$ cat src/logic/bopx_pkg.sv
// package for the byte-op and branch execute block
// assumes one clock domain, synchronous active-low reset
package bopx_pkg;
    localparam int BOPX_DATA_W = 8; // file and working register width
    localparam int BOPX_ADDR_W = 7; // file register address width
    localparam int BOPX_PC_W = 15; // program counter width
    localparam int BOPX_LIT_W = 11; // branch literal width
    localparam int BOPX_LATCH_W = 7; // page latch width
    localparam int BOPX_LATCH_LO = 3; // lowest page latch bit used by branch
    localparam int BOPX_LATCH_HI = 6; // highest page latch bit used by branch
    localparam logic [BOPX_DATA_W-1:0] BOPX_ONE = 8'h01; // step of inc/dec
    localparam logic [BOPX_DATA_W-1:0] BOPX_ZERO = 8'h00; // cleared value
    localparam logic [BOPX_PC_W-1:0] BOPX_PC_STEP = 15'h0001; // sequential fetch
    localparam logic [BOPX_PC_W-1:0] BOPX_PC_RST = 15'h0000; // pc after reset
    localparam logic DEST_WORK = 1'b0; // destination bit value selecting work reg

    // operation codes presented to the block
    typedef enum logic [2:0] {
        BOPX_OP_NONE = 3'b000,
        BOPX_OP_DEC_FILE = 3'b001,
        BOPX_OP_CLR_WORK = 3'b010,
        BOPX_OP_DSKZ = 3'b011,
        BOPX_OP_ISKZ = 3'b100,
        BOPX_OP_BRAN = 3'b101,
        BOPX_OP_ORLW = 3'b110
    } bopx_op_e;

    // one decoded instruction
    typedef struct packed {
        bopx_op_e op;
        logic dest;
        logic [BOPX_ADDR_W-1:0] faddr;
        logic [BOPX_LIT_W-1:0] lit;
    } bopx_instr_s;

    // file register write request
    typedef struct packed {
        logic we;
        logic [BOPX_ADDR_W-1:0] addr;
        logic [BOPX_DATA_W-1:0] data;
    } bopx_fwr_s;
endpackage

$ cat src/logic/bopx_alu.sv
// combinational byte alu for the execute block
// assumes operands are stable within the cycle
module bopx_alu
    import bopx_pkg::*;
(
    // operation and operands
    input wire bopx_op_e op,
    input wire logic [BOPX_DATA_W-1:0] fval,
    input wire logic [BOPX_DATA_W-1:0] wval,
    input wire logic [BOPX_DATA_W-1:0] lit,
    // result
    output logic [BOPX_DATA_W-1:0] result,
    output logic is_zero
);
    // result selection per operation
    always_comb begin
        case (op)
            BOPX_OP_DEC_FILE, BOPX_OP_DSKZ: result = fval - BOPX_ONE; // [RQ1] [RQ3]
            BOPX_OP_ISKZ: result = fval + BOPX_ONE;               // [RQ5]
            BOPX_OP_ORLW: result = wval | lit;                    // [RQ9]
            default: result = BOPX_ZERO;                          // [RQ2]
        endcase
        is_zero = (result == BOPX_ZERO);                          // [RQ10]
    end
endmodule // bopx_alu

$ cat src/logic/bopx_exec.sv
// execute stage for six byte and branch operations
// assumes a decoder feeds INSTR and file read data arrives same cycle
// How it works
// RQ1: decrement file, destination bit picks target, Z updated
// RQ2: clear work reg to zero, set Z
// RQ3: decrement-skip stores result, flags unchanged
// RQ4: decrement-skip zero result squashes next instruction
// RQ5: increment-skip stores result, flags unchanged
// RQ6: increment-skip zero result squashes next instruction
// RQ7: branch loads literal, upper pc from latch
// RQ8: branch takes two cycles, flags unchanged
// RQ9: OR literal into work reg, Z updated
// RQ10: Z set on zero result, else cleared
// RQ11: upper pc bits come from latch 6..3
module bopx_exec
    import bopx_pkg::*;
(
    // clock and reset
    input wire logic CLK,
    input wire logic RST_N,
    // instruction stream
    input wire bopx_instr_s INSTR,
    input wire logic INSTR_VALID,
    input wire logic [BOPX_LATCH_W-1:0] PAGE_LATCH,
    // file register read data for INSTR.faddr
    input wire logic [BOPX_DATA_W-1:0] FILE_RDATA,
    // file register write port
    output bopx_fwr_s FILE_WR,
    // architectural state
    output logic [BOPX_DATA_W-1:0] WORK_REG,
    output logic ZERO_FLAG,
    output logic [BOPX_PC_W-1:0] PROG_COUNTER,
    // one while the current slot is a forced no-operation
    output logic SQUASH
);
    // slot kind: normal execution or a flushed slot that only advances the counter
    typedef enum logic {
        BOPX_RUN = 1'b0, // instruction in this slot executes
        BOPX_FLUSH = 1'b1 // instruction in this slot is discarded
    } bopx_st_e;

    bopx_st_e state; // current slot kind
    bopx_st_e next_state; // slot kind for the next edge
    bopx_fwr_s next_file_wr; // file write request for the next edge
    logic [BOPX_DATA_W-1:0] next_work_reg; // working register next value
    logic next_zero_flag; // zero flag next value
    logic [BOPX_PC_W-1:0] next_prog_counter; // counter next value
    logic next_squash; // squash output next value
    logic [BOPX_DATA_W-1:0] alu_result; // alu output
    logic alu_zero; // alu zero detect
    logic live; // instruction really executes

    // skip-type operations share the squash-on-zero behaviour
    function automatic logic is_skip_op(input bopx_op_e op);
        return (op == BOPX_OP_DSKZ) || (op == BOPX_OP_ISKZ);
    endfunction

    // shared arithmetic
    bopx_alu u_alu (
        .op(INSTR.op),
        .fval(FILE_RDATA),
        .wval(WORK_REG),
        .lit(INSTR.lit[BOPX_DATA_W-1:0]),
        .result(alu_result),
        .is_zero(alu_zero)
    );

    // a squashed slot ignores whatever the decoder presents
    assign live = INSTR_VALID && (state == BOPX_RUN);

    // next architectural state; defaults keep everything and step the counter
    always_comb begin
        next_state = BOPX_RUN;
        next_work_reg = WORK_REG;
        next_zero_flag = ZERO_FLAG;
        next_prog_counter = PROG_COUNTER + BOPX_PC_STEP;
        next_file_wr = '0;
        if (!INSTR_VALID && state == BOPX_RUN) begin
            // stall: hold pc, the decoder has nothing to hand over
            next_prog_counter = PROG_COUNTER;
        end else if (live) begin
            case (INSTR.op)
                BOPX_OP_DEC_FILE, BOPX_OP_DSKZ, BOPX_OP_ISKZ: begin
                    // destination bit picks work reg or file reg
                    if (INSTR.dest == DEST_WORK) begin
                        // result to work reg, file reg untouched
                        next_work_reg = alu_result; // [RQ1] [RQ3] [RQ5]
                    end else begin
                        // result back to the file reg one cycle later
                        next_file_wr.we = 1'b1; // [RQ1] [RQ3] [RQ5]
                        next_file_wr.addr = INSTR.faddr;
                        next_file_wr.data = alu_result;
                    end
                    if (INSTR.op == BOPX_OP_DEC_FILE) begin
                        // plain decrement is the only one of the three that touches Z
                        next_zero_flag = alu_zero; // [RQ1] [RQ10]
                    end else if (alu_zero) begin
                        // skip ops leave Z alone and flush the next slot instead
                        next_state = BOPX_FLUSH; // [RQ4] [RQ6]
                    end
                end
                BOPX_OP_CLR_WORK: begin
                    // no operands; file read data is ignored
                    next_work_reg = BOPX_ZERO; // [RQ2]
                    next_zero_flag = 1'b1; // [RQ2]
                end
                BOPX_OP_ORLW: begin
                    // only the low byte of the literal field takes part
                    next_work_reg = alu_result; // [RQ9]
                    next_zero_flag = alu_zero; // [RQ9] [RQ10]
                end
                BOPX_OP_BRAN: begin
                    // literal low, latch 6..3 high; second cycle is a flush
                    next_prog_counter = {PAGE_LATCH[BOPX_LATCH_HI:BOPX_LATCH_LO],
                                         INSTR.lit}; // [RQ7] [RQ11]
                    next_state = BOPX_FLUSH; // [RQ8]
                end
                default: begin
                    // no-operation: only pc advances
                end
            endcase
        end
        // the squash output mirrors the slot kind so it can leave a flop directly
        next_squash = (next_state == BOPX_FLUSH);
    end

    // register stage: synchronous reset, otherwise take the next values
    always_ff @(posedge CLK) begin
        if (!RST_N) begin
            // reset leaves a clean running slot and no pending write
            state <= BOPX_RUN;
            WORK_REG <= BOPX_ZERO;
            ZERO_FLAG <= 1'b0;
            PROG_COUNTER <= BOPX_PC_RST;
            FILE_WR <= '0;
            SQUASH <= 1'b0;
        end else begin
            state <= next_state;
            WORK_REG <= next_work_reg;
            ZERO_FLAG <= next_zero_flag;
            PROG_COUNTER <= next_prog_counter;
            FILE_WR <= next_file_wr;
            SQUASH <= next_squash;
        end
    end
endmodule // bopx_exec

$ cat config.mk
export PLATFORM = sky130hd
export DESIGN_NAME = bopx_exec
export DESIGN_NICKNAME = d
export VERILOG_FILES = /design/src/logic/bopx_pkg.sv /design/src/logic/bopx_alu.sv /design/src/logic/bopx_exec.sv
export SDC_FILE = /design/constraint.sdc
export NUM_CORES = 1
export LEC_CHECK = 0
export ABC_AREA = 1
export BUFFER_PORTS_ARGS = -buffer_cell sky130_fd_sc_hd__buf_2
export CAP_MARGIN = 20
export CORE_ASPECT_RATIO = 1.1
export CORE_MARGIN = 1
export CORE_UTILIZATION = 53
export CTS_BUF_LIST = sky130_fd_sc_hd__clkbuf_4
export DETAILED_ROUTE_END_ITERATION = 10
export HOLD_SLACK_MARGIN = 0.02
export PLACE_DENSITY = 0.84
export SLEW_MARGIN = 20
export SYNTH_ARGS = -nofsm -noshare
export SYNTH_HDL_FRONTEND = slang
export SYNTH_HIERARCHICAL = 1
export SYNTH_SLANG_ARGS = --single-unit
$ cat constraint.sdc
create_clock -name CLK -period 3 [get_ports CLK]
set_clock_uncertainty 0.1 [all_clocks]
set_input_delay 0.6 -clock CLK [delete_from_list [all_inputs] [get_ports CLK]]
set_output_delay 0.6 -clock CLK [all_outputs]
set_load 0.01 [all_outputs]
==> flow_results.org <==
** Yosys
- In the synthesized netlist the async set-or-reset flop fraction comes to 0.
- Synthesis produced ~380 cells.
- Seq cells post-synth :: 41
- Total nets after synthesis :: approximately 430
- Number of synthesized flops with an enable pin :: 0
- Syn Std Cell Area :: between 2000 and 2500 um2
- A synthesized cell averages 6.55 um2.
- Main flop type after synthesis :: sky130_fd_sc_hd__dfxtp_1
- Sequential-to-total area share from yosys stat :: 0.331
- Yosys warning total :: 6
- Synth cell types :: 36

** Detailed routing
- In the routed design, unresolved DRC markers number 0.
- The count of nets left with antenna violations once routing finished came out at 0.
- Post-Route WL :: between 6000 and 7000 um
- After detailed routing, the number of vias per cell comes to between 5 and 6.
- First drt pass iteration count :: 4
- Number of design-rule violations left by the first detailed-router iteration :: between 100 and 150
- Wirelength per Cell :: about 12 um
- Summing over every cut layer, the via total after detailed routing is approximately 2,700.

** Place
- Before CTS, the worst setup slack after placement is ~0.22 ns.
- Final weighted congestion in routability-driven placement :: around 0.9
- Total half-perimeter wirelength after legalization and detailed placement :: between 4000 and 5000 um
- During placement, the flow inserted port buffers numbering 77.

** Die
- After floorplanning, the core was sized to cover about 4400 um2.
- The floorplan has 25 rows.
- Die footprint :: 4950 um2
- The floorplan step set the die height to about 74 um.
- Measured along the x axis, the die boundary spans 67.2 um.
- The initial utilization of the core area, before any placement, comes to 0.566.
- I/O pin count :: just over 80

** Power
- P_leak :: 1.58 nW
- IR analysis of the VDD net gives a maximum drop of ~0.00024 V.
- Power spread over the standard cell area amounts to 379 nW/um2.

** Worst setup path
- The signal on the critical path passes through buf_2 -> nor2_1 -> nand2_2 -> ha_1 -> or2_4 -> nand2_1 -> nand2_1 -> nand3_1 -> nand2_1 -> nor2_1 -> nand3_1 -> nor2_1 -> a21oi_1 -> nor3_1.
- Worst setup EP type :: flip-flop
- Class of the most critical setup path :: in -> reg
- Worst Reg-to-Reg Cells :: 8
- For the worst setup path, the data arrival time is 2.63 ns.
- For this run, the slowest stage of the critical path takes about 0.4 ns.
- Worst setup path startpoint :: INSTR[20]
- R2R setup slack :: about 1.4 ns
- STA classifies the critical path startpoint as an input port.
- Worst Path Max Fanout :: 10
- Reg2Reg Capture Point :: PROG_COUNTER[7]
- Required time of the critical path :: 3.19 ns
- CP max stage cell :: sky130_fd_sc_hd__ha_1
- Worst flop-to-flop path startpoint :: state

** STA
- Post-route setup slack :: around 0.56 ns
- Final Hold Fails :: 0
- The final max-slew violation count came to 0.
- Setup repair after global routing missed its margin :: no
- Aggregate negative setup slack :: 0 ns
- Final worst path period share :: 0.813
- Setup violations remaining at the end of the flow were counted as 0.
- Transition at the pin with the smallest max-transition slack :: approximately 0.58 ns
- Maximum clock frequency :: 410 MHz
- Slew Limit Headroom :: 0.616
- Counting I/O delays and the setup requirement, the final critical path takes approximately 2.4 ns.

** Clocking
- The tree is rooted in a sky130_fd_sc_hd__clkbuf_4.
- TritonCTS built the clock tree.
- Buffer levels on the longest clock path :: 2
- Counting the buffers created by CTS gives 5.
- In this run, post-CTS repair resized a total of 0 instances.
- The later pin in the worst-skew pair is clocked with a latency of around 0.36 ns.
- Clock-pin transition on the worst setup and hold timing paths :: 0.13 ns
- Buffers added to address setup during post-CTS repair amount to 0.
- The tree built by TritonCTS fans out to between 40 and 50 sinks.
- The H-tree was split into 2 levels.
- In this run, post-CTS hold repair placed 0 buffers.

** Final layout
- In the final layout, the share of cells above drive strength 1 is 0.228.
- Ant diodes :: 0
- Area Overhead vs Synth :: 18.9%
- In the layout the commonest cells are 81 x sky130_fd_sc_hd__nand2_1, 77 x sky130_fd_sc_hd__buf_2, 59 x sky130_fd_sc_hd__inv_1.
- Leaving out fill and tap cells, the most frequent cell in the layout is sky130_fd_sc_hd__nand2_1.
- After the last flow step, the layout net total stands at between 500 and 600.

** Global routing
- For this run, the total global-route usage over all layers was measured as 0.267.
- Number of global-route vias before repair :: 2,401
- Number of antenna violations at the first check in global routing :: 0
- Aggregate global routing overflow :: 0
- First-pass GRT wire length :: around 10,000 um
- Entering global routing, the biggest net connects 27 pins.

** Hold path
- The worst hold path begins at INSTR[11].
- Worst hold path stage count :: 3
- The worst hold path terminates at FILE_WR[8].
- Worst min path class :: in -> reg

** Run status
- Status :: finished clean

** Job
- Max-cap violations :: 0
[Yosys cell counts (2+ instances only)]
cell                       count  area [um2]
sky130_fd_sc_hd__nand2_1      81         304
sky130_fd_sc_hd__inv_2         5        18.8
sky130_fd_sc_hd__a31oi_1       4        25.0
sky130_fd_sc_hd__ha_1          8         100
sky130_fd_sc_hd__clkbuf_1      3        11.3
sky130_fd_sc_hd__inv_1        59         221
sky130_fd_sc_hd__o21ai_0      13        65.1
sky130_fd_sc_hd__xnor2_1       2        17.5
sky130_fd_sc_hd__nand3b_1      3        22.5
sky130_fd_sc_hd__nor2_2        3        18.8
sky130_fd_sc_hd__nand3_1      33         165
sky130_fd_sc_hd__dfxtp_1      41         821
sky130_fd_sc_hd__nor2_1       46         173
sky130_fd_sc_hd__nand2_2       2        12.5
sky130_fd_sc_hd__buf_2         2        10.0
sky130_fd_sc_hd__o21ai_1      11        55.1
sky130_fd_sc_hd__a21oi_1      30         150
sky130_fd_sc_hd__nor2_4        2        22.5
sky130_fd_sc_hd__nand4_1       8        50.1
sky130_fd_sc_hd__nand2_4       3        33.8
sky130_fd_sc_hd__or2_0         2        12.5
sky130_fd_sc_hd__nor3_1        3        15.0
[layer usage]
metal	wire length (um)	GRT usage	vias to the layer above
met1	2480	0.306	1192
met3	376	0.0606	13
li1	-	-	1363
met5	0	0	-
met4	109	0.0851	0
met2	3080	0.481	91
[flip-flops by register name, summed over array words and instances, names as in the netlist]
signal	flops
FILE_WR	16
ZERO_FLAG	1
state	1
PROG_COUNTER	15
WORK_REG	8
[where the power goes]
| part | switching [mW] | total (mW) | internal [mW] | leakage (nW) |
|---|---|---|---|---|
| sequential | 0.0179 | 0.582 | 0.564 | 0.333 |
| clock | 0.192 | 0.281 | 0.0890 | 0.0326 |
| combinational | 0.155 | 0.252 | 0.0972 | 1.21 |
[worst max-delay path by stage]
stage | end | slack, ns
after detailed placement | state | 0.22
after CTS | state | 0.58
final | state | 0.56
after floorplan | state | 0.64
after global placement | state | 0.25
after global routing | state | 0.35
[kinds of logic (layout without fill, tap and decap cells)]
family	count (synthesis)	after routing	share of synthesized area
adders and majority gates	9	9	0.0485
buffers and inverters	71	149	0.113
DFF	41	41	0.331
xor gates and xnor gates	3	3	0.0106
and+or+nand+nor	190	190	0.358
muxes	1	1	0.00404
AOI/OAI and AO/OA	63	63	0.135
[cell type report]
cell class,instances,area (um2)
fillers,436,1430
repair buffers,77,385
clock inverters,3,17.5
well taps,54,67.6
flip-flops and latches,41,821
multi-input cells,266,1380
clock buffers,5,37.5
inverters,64,240
[per-stage QoR]
| step | std cells | cell area [um2] | util | power (mW) | hold slack (ns) |
|---|---|---|---|---|---|
| 2_1_floorplan | 378 | 2480 | - | 0.761 | 0.397 |
| 4_1_cts | 510 | 2950 | 0.673 | 1.12 | 0.334 |
| 3_5_place_dp | 502 | 2890 | 0.660 | 0.843 | 0.371 |
| 6_report | 510 | 2950 | 0.673 | 1.12 | 0.335 |
| 3_3_place_gp | 502 | 2890 | 0.660 | 0.837 | 0.368 |
| 5_1_grt | 510 | 2950 | 0.673 | 1.19 | 0.315 |
[worst max-delay path: cells and delay by family]
family          cells  cell delay [ns]
compound gates      1             0.09
simple gates       11             1.38
buf+inv             1             0.15
fa+ha+maj           1             0.39
Note: power is estimated with default switching activity, not from simulation.
